<file path="config.mk">
export PLATFORM = sky130hd
export DESIGN_NAME = plc_port_lane_cfg
export DESIGN_NICKNAME = d
export VERILOG_FILES = /design/src/rtl/plc_link_train.v /design/src/rtl/plc_gpio.v /design/src/rtl/plc_port_lane_cfg.v
export VERILOG_INCLUDE_DIRS = /design/src /design/src/rtl
export SDC_FILE = /design/constraint.sdc
export NUM_CORES = 1
export LEC_CHECK = 0
export BUFFER_PORTS_ARGS = -buffer_cell sky130_fd_sc_hd__buf_2
export CAP_MARGIN = 20
export CORE_AREA = 2 2 149 151
export DETAILED_ROUTE_END_ITERATION = 12
export DIE_AREA = 0 0 151 153
export GPL_ROUTABILITY_DRIVEN = 0
export PLACE_DENSITY = 0.64
export SYNTH_ARGS = -nofsm -noshare
export SYNTH_HDL_FRONTEND = slang
export SYNTH_SLANG_ARGS = --single-unit
export TNS_END_PERCENT = 1
</file>
<file path="constraint.sdc">
create_clock -name REF_CLK -period 6.2 [get_ports REF_CLK]
set_clock_uncertainty 0.15 [all_clocks]
set_input_delay 0 -clock REF_CLK [delete_from_list [all_inputs] [get_ports REF_CLK]]
set_output_delay 0 -clock REF_CLK [all_outputs]
set_load 0.005 [all_outputs]
</file>
<file path="src/rtl/plc_defs.vh">
// constants for the port and lane configuration block
`ifndef PLC_DEFS_VH
`define PLC_DEFS_VH

// ==========================================
// register offsets
`define PLC_REG_CLKEN      12'h1d8
`define PLC_REG_PORTCFG    12'h1e0
`define PLC_REG_LINKSTAT   12'h1e4
`define PLC_REG_GPIOCTL    12'h1e8
`define PLC_REG_GPIOPWM    12'h1ec
`define PLC_REG_GPIOEVT    12'h1f0
`define PLC_REG_DEVNUM     12'h1f4

// ==========================================
// field positions
`define PLC_CLKEN_LSB      8
`define PLC_CLKEN_MSB      10
`define PLC_PCFG_MODE      0
`define PLC_PCFG_EN_LSB    4
`define PLC_PCFG_SPD_LSB   8
`define PLC_STAT_SRC_BIT   16

// ==========================================
// reset values
`define PLC_CLKEN_RST      3'h7
`define PLC_PORT_EN_RST    4'hf
`define PLC_SPD_RST        4'hf
`define PLC_PWM_PER_RST    8'hff
`define PLC_PWM_DUTY_RST   8'h80

// ==========================================
// port widths
`define PLC_W_NONE         2'h0
`define PLC_W_X1           2'h1
`define PLC_W_X2           2'h2

// ==========================================
// timing
`define PLC_CLK_MHZ        200
`define PLC_TRAIN_NS       2000
`define PLC_TRAIN_CYC      ((`PLC_TRAIN_NS * `PLC_CLK_MHZ) / 1000)
`define PLC_PWM_TICK_NS    1000
`define PLC_PWM_TICK_CYC   ((`PLC_PWM_TICK_NS * `PLC_CLK_MHZ) / 1000)

`endif

</file>
<file path="src/rtl/plc_link_train.v">
// per-port link training with width fallback and lane reversal
`timescale 1ns/1ps
`include "plc_defs.vh"

module plc_link_train (
   // clock and reset
   input  wire       clk,
   input  wire       rst,
   // control
   input  wire       start,
   input  wire [1:0] prog_w,
   input  wire       partner_x2,
   input  wire [1:0] lane_ok,
   // result
   output wire       link_up,
   output wire [1:0] link_w,
   output wire       lane_rev
);

   localparam S_IDLE = 3'h0;
   localparam S_TRY2 = 3'h1;
   localparam S_TRY1 = 3'h2;
   localparam S_TRYR = 3'h3;
   localparam S_UP   = 3'h4;
   localparam S_FAIL = 3'h5;
   localparam integer ATT_LAST_I = `PLC_TRAIN_CYC - 1;
   localparam [8:0]   ATT_LAST   = ATT_LAST_I[8:0];

   reg [2:0] state_r;
   reg [8:0] cnt_r;
   reg       up_r;
   reg [1:0] w_r;
   reg       rev_r;

   wire done     = (cnt_r == ATT_LAST);
   wire [2:0] first_try = (prog_w == `PLC_W_X2) ? S_TRY2 :
                          (prog_w == `PLC_W_X1) ? S_TRY1 : S_IDLE;
   // the lane the x1 link runs on, or both for x2
   wire lost = (w_r == `PLC_W_X2) ? ~(&lane_ok) : ~lane_ok[rev_r];

   // ==========================================
   // training sequence
   always @(posedge clk or posedge rst) begin
      if (rst) begin
         state_r <= S_IDLE;
         cnt_r   <= 9'h000;
         up_r    <= 1'b0;
         w_r     <= `PLC_W_NONE;
         rev_r   <= 1'b0;
      end else if (start) begin
         state_r <= first_try;
         cnt_r   <= 9'h000;
         up_r    <= 1'b0;
         w_r     <= `PLC_W_NONE;
         rev_r   <= 1'b0;
      end else begin
         cnt_r <= done ? 9'h000 : cnt_r + 9'h001;
         case (state_r)
            S_TRY2: begin
               // never wider than the narrower end
               if (done && partner_x2 && (&lane_ok)) begin
                  state_r <= S_UP;
                  up_r    <= 1'b1;
                  w_r     <= `PLC_W_X2;
               end else if (done) begin
                  state_r <= S_TRY1; // broken lane dropped, fall to x1
               end
            end
            S_TRY1: begin
               if (done && lane_ok[0]) begin
                  state_r <= S_UP;
                  up_r    <= 1'b1;
                  w_r     <= `PLC_W_X1;
               end else if (done) begin
                  state_r <= S_TRYR; // lowest lane dead, reverse and retry
               end
            end
            S_TRYR: begin
               // partner lane 0 must sit on our top lane here
               if (done && lane_ok[1]) begin
                  state_r <= S_UP;
                  up_r    <= 1'b1;
                  w_r     <= `PLC_W_X1;
                  rev_r   <= 1'b1;
               end else if (done) begin
                  state_r <= S_FAIL;
               end
            end
            S_UP: begin
               // a lane lost while up retrains from the programmed width
               if (lost) begin
                  state_r <= first_try;
                  up_r    <= 1'b0;
                  w_r     <= `PLC_W_NONE;
                  rev_r   <= 1'b0;
               end
               cnt_r <= 9'h000;
            end
            default: begin
               cnt_r <= 9'h000;
            end
         endcase
      end
   end

   assign link_up  = up_r;
   assign link_w   = w_r;
   assign lane_rev = rev_r;

endmodule // plc_link_train

</file>
<file path="src/rtl/plc_gpio.v">
// four general-purpose pins with edge events and pwm output
`timescale 1ns/1ps
`include "plc_defs.vh"

module plc_gpio (
   // clock and reset
   input  wire       clk,
   input  wire       rst,
   // pins
   input  wire [3:0] pin_in,
   output wire [3:0] pin_out,
   output wire [3:0] pin_oe_n,
   // control
   input  wire [3:0] dir_out,
   input  wire [3:0] out_val,
   input  wire [3:0] pwm_en,
   input  wire [3:0] rise_en,
   input  wire [3:0] fall_en,
   input  wire [7:0] pwm_per,
   input  wire [7:0] pwm_duty,
   // events
   output wire [3:0] evt
);

   localparam integer TICK_LAST_I = `PLC_PWM_TICK_CYC - 1;
   localparam [7:0]   TICK_LAST   = TICK_LAST_I[7:0];

   reg  [7:0] div_r;
   reg  [7:0] pwm_cnt_r;
   wire       tick = (div_r == TICK_LAST);
   // shared pwm phase keeps all pins aligned, at the cost of one period per block
   wire       pwm_hi = (pwm_cnt_r < pwm_duty);

   // ==========================================
   // divider and pwm phase
   always @(posedge clk or posedge rst) begin
      if (rst) begin
         div_r     <= 8'h00;
         pwm_cnt_r <= 8'h00;
      end else begin
         div_r <= tick ? 8'h00 : div_r + 8'h01;
         if (tick) begin
            pwm_cnt_r <= (pwm_cnt_r >= pwm_per) ? 8'h00 : pwm_cnt_r + 8'h01;
         end
      end
   end

   // ==========================================
   // per pin
   genvar i;
   generate
      for (i = 0; i < 4; i = i + 1) begin : g_pin
         reg prev_r;
         reg evt_r;
         reg out_r;
         reg oe_n_r;
         always @(posedge clk or posedge rst) begin
            if (rst) begin
               prev_r <= 1'b0;
               evt_r  <= 1'b0;
               out_r  <= 1'b0;
               oe_n_r <= 1'b1;
            end else begin
               prev_r <= pin_in[i];
               // rising or falling edge raises the event
               evt_r  <= ~dir_out[i] & ((rise_en[i] & pin_in[i] & ~prev_r) |
                                        (fall_en[i] & ~pin_in[i] & prev_r));
               // constant level or pwm waveform
               out_r  <= pwm_en[i] ? pwm_hi : out_val[i];
               oe_n_r <= ~dir_out[i];
            end
         end
         assign evt[i]      = evt_r;
         assign pin_out[i]  = out_r;
         assign pin_oe_n[i] = oe_n_r;
      end
   endgenerate

endmodule // plc_gpio

</file>
<file path="src/rtl/plc_port_lane_cfg.v">
// port and lane grouping, training control, clock output enables and gpio
`timescale 1ns/1ps
`include "plc_defs.vh"

// Operation
// - Initial port widths follow the strap level caught after reset.
// - Strap 0 gives four x1 ports; strap 1 gives x2 port 0, no port 1, x1 ports 2 and 3.
// - A port setup loaded from the config memory after reset replaces the strap setup.
// - The management register port may rewrite the port setup at any time after the strap is caught.
// - Training narrows a port so the link never exceeds the narrower end.
// - A broken lane is dropped, and an x2 port may settle at x1.
// - When x1 fails because the lowest lane is dead, lanes are reversed and training repeats.
// - Each port picks 2.5 or 5.0 GT/s on its own.
// - A port not configured and enabled ignores config accesses.
// - Port 0 is upstream; downstream bridges report device numbers 1, 2 and 3.
// - The upstream bridge takes whatever device number the upstream side assigns.
// - A gpio input flags rising or falling edges; an output drives a level or pwm.
// - Each downstream port has a clock output pair stopped by clearing its enable bit.
// - Each port trains on its own engine; the config load and each later port setup write restart all ports together.
module plc_port_lane_cfg (
   // clock and reset
   input  wire        REF_CLK,
   input  wire        SYS_RST,
   // strap
   input  wire        PORT_WIDTH_STRAP,
   // config memory loader
   input  wire        CFG_LOAD_DONE,
   input  wire        CFG_LOAD_HAS_PORTCFG,
   input  wire        CFG_LOAD_PORTCFG,
   input  wire        CFG_LOAD_HAS_CLKEN,
   input  wire [2:0]  CFG_LOAD_CLKEN,
   // management register port
   input  wire [11:0] REG_ADDR,
   input  wire        REG_WR,
   input  wire        REG_RD,
   input  wire [31:0] REG_WDATA,
   output wire [31:0] REG_RDATA,
   output wire        REG_RDATA_VALID,
   // lanes and partners
   input  wire [3:0]  LANE_OK,
   input  wire [3:0]  PARTNER_X2,
   input  wire [3:0]  PARTNER_GEN2,
   // link results
   output wire [3:0]  LINK_UP,
   output wire [3:0]  LINK_GEN2,
   output wire [3:0]  PORT_CFG_RESPOND,
   // bridge numbering
   input  wire        UP_DEVNUM_LOAD,
   input  wire [4:0]  UP_DEVNUM,
   output wire [19:0] BRIDGE_DEVNUM,
   // clock output pairs
   output wire [2:0]  CLK_OUT_PAIR_EN,
   // gpio pins
   input  wire [3:0]  GPIO_IN,
   output wire [3:0]  GPIO_OUT,
   output wire [3:0]  GPIO_OE_N
);

   // ==========================================
   // state
   reg        strap_taken_r;
   reg        cfg_mode_r;
   reg        cfg_src_mem_r;
   reg        loaded_r;
   reg        start_r;
   reg [3:0]  port_en_r;
   reg [3:0]  spd_r;
   reg [2:0]  clken_r;
   reg [3:0]  gpio_dir_r;
   reg [3:0]  gpio_val_r;
   reg [3:0]  gpio_pwm_r;
   reg [3:0]  gpio_rise_r;
   reg [3:0]  gpio_fall_r;
   reg [7:0]  pwm_per_r;
   reg [7:0]  pwm_duty_r;
   reg [3:0]  gpio_evt_r;
   reg [4:0]  up_devnum_r;
   reg [3:0]  gen2_r;
   reg [3:0]  respond_r;
   reg [31:0] rdata_r;
   reg        rvalid_r;
   reg [31:0] rdata_nxt;

   wire [3:0] up_w;
   wire [7:0] w_w;
   wire [3:0] rev_w;
   wire [3:0] gpio_evt;
   wire [7:0] prog_w;
   wire [3:0] configured;

   wire wr_clken = REG_WR && (REG_ADDR == `PLC_REG_CLKEN);
   wire wr_pcfg  = REG_WR && (REG_ADDR == `PLC_REG_PORTCFG);

   // ==========================================
   // programmed width per port
   assign prog_w[1:0] = cfg_mode_r ? `PLC_W_X2 : `PLC_W_X1;
   assign prog_w[3:2] = cfg_mode_r ? `PLC_W_NONE : `PLC_W_X1;
   assign prog_w[5:4] = `PLC_W_X1;
   assign prog_w[7:6] = `PLC_W_X1;

   genvar p;
   generate
      for (p = 0; p < 4; p = p + 1) begin : g_cfg
         assign configured[p] = (prog_w[2*p+1 -: 2] != `PLC_W_NONE);
      end
   endgenerate

   // ==========================================
   // port setup source and training start
   // training waits for the loader so a memory setup is never undone mid-link
   always @(posedge REF_CLK or posedge SYS_RST) begin
      if (SYS_RST) begin
         strap_taken_r <= 1'b0;
         cfg_mode_r    <= 1'b0;
         cfg_src_mem_r <= 1'b0;
         loaded_r      <= 1'b0;
         start_r       <= 1'b0;
      end else begin
         start_r <= 1'b0;
         if (!strap_taken_r) begin
            strap_taken_r <= 1'b1;
            cfg_mode_r    <= PORT_WIDTH_STRAP;
         end else if (wr_pcfg) begin
            cfg_mode_r    <= REG_WDATA[`PLC_PCFG_MODE];
            cfg_src_mem_r <= 1'b0;
            start_r       <= loaded_r;
         end else if (!loaded_r && CFG_LOAD_DONE) begin
            loaded_r <= 1'b1;
            start_r  <= 1'b1;
            if (CFG_LOAD_HAS_PORTCFG) begin
               cfg_mode_r    <= CFG_LOAD_PORTCFG;
               cfg_src_mem_r <= 1'b1;
            end // else the strap setup stays
         end
      end
   end

   // ==========================================
   // control registers
   always @(posedge REF_CLK or posedge SYS_RST) begin
      if (SYS_RST) begin
         port_en_r   <= `PLC_PORT_EN_RST;
         spd_r       <= `PLC_SPD_RST;
         clken_r     <= `PLC_CLKEN_RST;
         gpio_dir_r  <= 4'h0;
         gpio_val_r  <= 4'h0;
         gpio_pwm_r  <= 4'h0;
         gpio_rise_r <= 4'h0;
         gpio_fall_r <= 4'h0;
         pwm_per_r   <= `PLC_PWM_PER_RST;
         pwm_duty_r  <= `PLC_PWM_DUTY_RST;
      end else begin
         if (wr_clken) begin
            clken_r <= REG_WDATA[`PLC_CLKEN_MSB:`PLC_CLKEN_LSB];
         end else if (!loaded_r && CFG_LOAD_DONE && CFG_LOAD_HAS_CLKEN) begin
            clken_r <= CFG_LOAD_CLKEN;
         end
         if (wr_pcfg) begin
            port_en_r <= REG_WDATA[`PLC_PCFG_EN_LSB+3:`PLC_PCFG_EN_LSB];
            spd_r     <= REG_WDATA[`PLC_PCFG_SPD_LSB+3:`PLC_PCFG_SPD_LSB];
         end
         if (REG_WR && (REG_ADDR == `PLC_REG_GPIOCTL)) begin
            gpio_dir_r  <= REG_WDATA[3:0];
            gpio_val_r  <= REG_WDATA[7:4];
            gpio_pwm_r  <= REG_WDATA[11:8];
            gpio_rise_r <= REG_WDATA[15:12];
            gpio_fall_r <= REG_WDATA[19:16];
         end
         if (REG_WR && (REG_ADDR == `PLC_REG_GPIOPWM)) begin
            pwm_per_r  <= REG_WDATA[7:0];
            pwm_duty_r <= REG_WDATA[15:8];
         end
      end
   end

   // ==========================================
   // gpio event flags, write one to clear; a new event beats the clear
   always @(posedge REF_CLK or posedge SYS_RST) begin
      if (SYS_RST) begin
         gpio_evt_r <= 4'h0;
      end else if (REG_WR && (REG_ADDR == `PLC_REG_GPIOEVT)) begin
         gpio_evt_r <= (gpio_evt_r & ~REG_WDATA[3:0]) | gpio_evt;
      end else begin
         gpio_evt_r <= gpio_evt_r | gpio_evt;
      end
   end

   // ==========================================
   // per-port training, each port on its own engine
   generate
      for (p = 0; p < 4; p = p + 1) begin : g_port
         wire [1:0] lok;
         if (p == 0) begin : g_p0
            assign lok = cfg_mode_r ? LANE_OK[1:0] : {LANE_OK[0], LANE_OK[0]};
         end else begin : g_pn
            assign lok = {LANE_OK[p], LANE_OK[p]};
         end
         plc_link_train u_train (
            .clk        (REF_CLK),
            .rst        (SYS_RST),
            .start      (start_r),
            .prog_w     (port_en_r[p] ? prog_w[2*p+1 -: 2] : `PLC_W_NONE),
            .partner_x2 (PARTNER_X2[p]),
            .lane_ok    (lok),
            .link_up    (up_w[p]),
            .link_w     (w_w[2*p+1 -: 2]),
            .lane_rev   (rev_w[p])
         );
      end
   endgenerate

   // ==========================================
   // speed, visibility and bridge numbering
   always @(posedge REF_CLK or posedge SYS_RST) begin
      if (SYS_RST) begin
         gen2_r      <= 4'h0;
         respond_r   <= 4'h0;
         up_devnum_r <= 5'h00;
      end else begin
         gen2_r    <= up_w & spd_r & PARTNER_GEN2;
         respond_r <= configured & port_en_r;
         if (UP_DEVNUM_LOAD) begin
            up_devnum_r <= UP_DEVNUM;
         end
      end
   end

   // downstream bridges carry their port number
   assign BRIDGE_DEVNUM = {5'h03, 5'h02, 5'h01, up_devnum_r};

   // ==========================================
   // register read
   always @* begin
      rdata_nxt = 32'h0000_0000;
      if (REG_ADDR == `PLC_REG_CLKEN) begin
         rdata_nxt[`PLC_CLKEN_MSB:`PLC_CLKEN_LSB] = clken_r;
      end else if (REG_ADDR == `PLC_REG_PORTCFG) begin
         rdata_nxt[`PLC_PCFG_MODE] = cfg_mode_r;
         rdata_nxt[`PLC_PCFG_EN_LSB+3:`PLC_PCFG_EN_LSB] = port_en_r;
         rdata_nxt[`PLC_PCFG_SPD_LSB+3:`PLC_PCFG_SPD_LSB] = spd_r;
      end else if (REG_ADDR == `PLC_REG_LINKSTAT) begin
         rdata_nxt[15:0] = {gen2_r[3], rev_w[3], w_w[7:6], gen2_r[2], rev_w[2], w_w[5:4],
                            gen2_r[1], rev_w[1], w_w[3:2], gen2_r[0], rev_w[0], w_w[1:0]};
         rdata_nxt[`PLC_STAT_SRC_BIT] = cfg_src_mem_r;
      end else if (REG_ADDR == `PLC_REG_GPIOCTL) begin
         rdata_nxt[19:0] = {gpio_fall_r, gpio_rise_r, gpio_pwm_r, gpio_val_r, gpio_dir_r};
      end else if (REG_ADDR == `PLC_REG_GPIOPWM) begin
         rdata_nxt[15:0] = {pwm_duty_r, pwm_per_r};
      end else if (REG_ADDR == `PLC_REG_GPIOEVT) begin
         rdata_nxt[3:0] = gpio_evt_r;
      end else if (REG_ADDR == `PLC_REG_DEVNUM) begin
         rdata_nxt[19:0] = BRIDGE_DEVNUM;
      end
   end

   always @(posedge REF_CLK or posedge SYS_RST) begin
      if (SYS_RST) begin
         rdata_r  <= 32'h0000_0000;
         rvalid_r <= 1'b0;
      end else begin
         rvalid_r <= REG_RD;
         if (REG_RD) begin
            rdata_r <= rdata_nxt;
         end
      end
   end

   // ==========================================
   // gpio
   plc_gpio u_gpio (
      .clk      (REF_CLK),
      .rst      (SYS_RST),
      .pin_in   (GPIO_IN),
      .pin_out  (GPIO_OUT),
      .pin_oe_n (GPIO_OE_N),
      .dir_out  (gpio_dir_r),
      .out_val  (gpio_val_r),
      .pwm_en   (gpio_pwm_r),
      .rise_en  (gpio_rise_r),
      .fall_en  (gpio_fall_r),
      .pwm_per  (pwm_per_r),
      .pwm_duty (pwm_duty_r),
      .evt      (gpio_evt)
   );

   // ==========================================
   // outputs
   assign REG_RDATA        = rdata_r;
   assign REG_RDATA_VALID  = rvalid_r;
   assign LINK_UP          = up_w;
   assign LINK_GEN2        = gen2_r;
   assign PORT_CFG_RESPOND = respond_r;
   assign CLK_OUT_PAIR_EN  = clken_r;

endmodule // plc_port_lane_cfg

</file>
==> impl_metrics.ini <==
[power_and_ir_drop]
irDropWorstVdd_mv = 0.1736
powerDensity_mw_per_mm2 = 269.2
p_leak_uw = 0.005394

[min_path]
min_path_type = in2reg
hp-start = PARTNER_X2[0]

[route]
detailroute.via_count = 7549
top_layer = met4
ant_nets = 0
met3_length_mm = 1.431
viasPerCell = 5.447
dr_wl_met2_mm = 11.32
wirelength_met1_mm = 11.37
drtIter0Drc = 620
drc = 0
routed_wl_mm = 24.46
route.detailed.wl_per_inst_microns = 17.65
drtPass1Iterations = 6

[timing]
tns_ns = 0
timing.final.crit_share = 0.5020
timing.slew.headroom = 0.3277
setup_viol = 0
hold_viol_final = 0
rsz0062_at_grt = no
worst_slew_pin_slew_ns = 1.008
drv_slew = 0
fmax_mhz = 321.3
fin_crit_ns = 3.112

[clock_tree]
cts_root_buf = clkbuf_16
cts_tree = built
cts.sinks = 186
clk_pin_slew_ns = 0.08
cts_resized = 0
clk_latency_ns = 0.44
htreeDepth = 4
cts_buffers = 17
clock_tree.buffer_depth = 2

[cells_and_area]
multi_input_area_sq_mm = 0.004299
fillers = 1896
area_growth_pct = 19.58
ff_latch_area_sq_mm = 0.004684
antenna_cells = 0
fin_nets = 1192
layout-drive-gt1-share = 0.2134
fin_area_sq_mm = 0.01134

[logic_synthesis]
synth.avg_cell_area_sq_um = 10.15
synth_cell_types = 80
ys_ff_latch = 186
synth_edf_count = 0
syn-cell-area_sq_mm = 0.009482
syn_inst = 934
async_reset_ff_frac = 1.000
yosysSeqAreaShare = 0.4941
yosysWarnings = 0
synth-main-ff-cell = dfrtp_1

[job]
drv_cap = 0

[outcome]
status = complete, no violations

[global_routing]
grt_usage = 0.2168
grt_max_degree = 100
antenna_found_initial = 0
grt_pass1_wl_mm = 38.87
gr-total-overflow = 0
first_global_vias = 7250

[place]
dpl_cell_area_sq_mm = 0.01009
hpwl_mm = 17.04
portBuffers = 114

[die]
coreArea_sq_mm = 0.02149
die_h_microns = 153
die_area_sq_mm = 0.02310
die_w_microns = 151
io_pins = 154
rows = 54
start_util = 0.4413

[critical_path]
crit_path_end_kind = register
critical_path_class = in2reg
cp-start-kind = input pin
r2r_start = g_port[2].u_train.cnt_r[0]$_DFF_PP0_
critical_path.startpoint = REG_ADDR[4]
critPathMaxFanout = 13
cp.required_ns = 6.42
crit_arrival_ns = 3.33
power by group:
part           switching (uW)  internal, uW  total, uW  leakage (uW)
sequential                114          1320       1440       0.00235
combinational             305           262        566       0.00277
clock                     505           546       1050      0.000272
total                     924          2130       3050       0.00539
flip-flops by register name, summed over array words and instances, names as in the netlist, 5 cells and up:
signal	flops
g_port.u_train.link_w	8
g_port.u_train.cnt_r	36
up_devnum_r	5
REG_RDATA	20
u_gpio.div_r	8
u_gpio.pwm_cnt_r	8
pwm_duty_r	8
pwm_per_r	8
g_port.u_train.state_r	12
per-layer routing:
metal,GRT usage,vias to the layer above
met2,0.3377,235
met4,0.05251,0
met3,0.04746,24
met1,0.3097,3697
met5,0,-
li1,-,3593
cells in the mapped netlist, drive strengths merged, types with 3 or more instances:
cell type	number	area share
dfrtp	162	0.43
nor2	84	0.033
nand2	74	0.029
o21ai	57	0.030
buf	53	0.039
mux2	49	0.058
a21oi	43	0.023
inv	40	0.016
nand3	32	0.017
dfstp	24	0.067
and3	22	0.015
xnor2	22	0.020
ha	21	0.028
clkbuf	20	0.0080
nor3	19	0.011
nor2b	18	0.012
mux2i	16	0.017
o2bb2ai	12	0.011
nand2b	10	0.0066
a22o	9	0.0083
a31oi	9	0.0059
nand4	9	0.0059
o22a	9	0.0083
xor2	9	0.0083
a21o	8	0.0063
and2	8	0.0053
nand3b	8	0.0063
a211oi	6	0.0048
nor3b	6	0.0053
nor4	6	0.0062
o31ai	6	0.0048
nor4b	4	0.0044
o211ai	4	0.0032
a32o	3	0.0032
o2111ai	3	0.0028
o221ai	3	0.0028
or2	3	0.0020
or3	3	0.0020
or4	3	0.0024
or4b	3	0.0036
placed cells by master (no fill, tap or decap), types with 10 or more instances in the layout:
cell type,n
dfrtp_1,162
buf_2,114
nor2_1,84
nand2_1,74
dlygate4sd3_1,68
o21ai_0,53
mux2_2,47
a21oi_1,43
inv_1,39
nand3_1,32
conb_1,28
dfstp_2,24
and3_1,22
xnor2_1,22
ha_1,21
nor3_1,18
nor2b_1,18
clkbuf_16,17
mux2i_1,16
o2bb2ai_1,12
nand2b_1,10
cell type report:
class / count / share of cell area
Tap cell: 280 / 0.03090
Sequential cell: 186 / 0.4132
Clock inverter: 13 / 0.009711
Clock buffer: 19 / 0.03995
Inverter: 40 / 0.01368
Multi-Input combinational cell: 661 / 0.3792
Timing Repair Buffer: 187 / 0.1134
path summary, 6_finish.rpt:
path	endpoint	slack (ns)	cells after the start
max	CLK_OUT_PAIR_EN[1]$_DFFE_PP1P_	3.09	9
min	g_port[0].u_train.state_r[1]$_DFFE_PP0P_	0.04	5
max reg2reg	g_port[2].u_train.link_w[1]$_DFFE_PP0P_	3.32	8
min reg2reg	gpio_evt_r[2]$_DFF_PP0_	0.27	1
max in group asynchronous	u_gpio.pwm_cnt_r[3]$_DFFE_PP0N_	4.60	4
min in group asynchronous	loaded_r$_DFFE_PP0P_	0.13	3
worst max-delay path: stages:
cell	delay (ns)
dlygate4sd3_1	0.53
buf_2	0.26
inv_1	0.19
nor4_2	0.63
nand3_1	0.35
nor2_1	0.17
dlygate4sd3_1	0.57
a21oi_1	0.05
dlygate4sd3_1	0.58
what timing repair did:
action / in CTS / in global routing
setup buffers: 0 / 0
endpoints found under the hold margin: 197 / 0
hold buffers: 68 / 0
per-stage QoR:
stage / utilization / setup slack, ns / total power [uW] / hold slack [ns] / std cells
after CTS: 0.5275 / 3.194 / 3076 / 0.009704 / 1385
after detailed placement: 0.4696 / 3.627 / 1978 / -0.01367 / 1285
after floorplan: - / 1.033 / 1840 / -0.1186 / 960
after global routing: 0.5277 / 2.937 / 3216 / 0.05881 / 1386
after global placement: 0.4696 / 3.638 / 1971 / -0.01880 / 1285
final: 0.5277 / 3.088 / 3053 / 0.03746 / 1386
kinds of logic (layout without fill, tap and decap cells):
| family | after synthesis | in the layout | synth area share |
|---|---|---|---|
| AO/OA/AOI/OAI | 197 | 197 | 0.1372 |
| AND/OR/NAND/NOR | 319 | 319 | 0.1737 |
| adder cells (fa/ha/maj) | 21 | 21 | 0.02771 |
| multiplexers | 65 | 65 | 0.07509 |
| flip-flops | 186 | 186 | 0.4941 |
| buffers and inverters | 113 | 259 | 0.06281 |
| other | 2 | 28 | 0.0007921 |
| XOR/XNOR | 31 | 31 | 0.02864 |
Note: power is estimated with default switching activity, not from simulation.
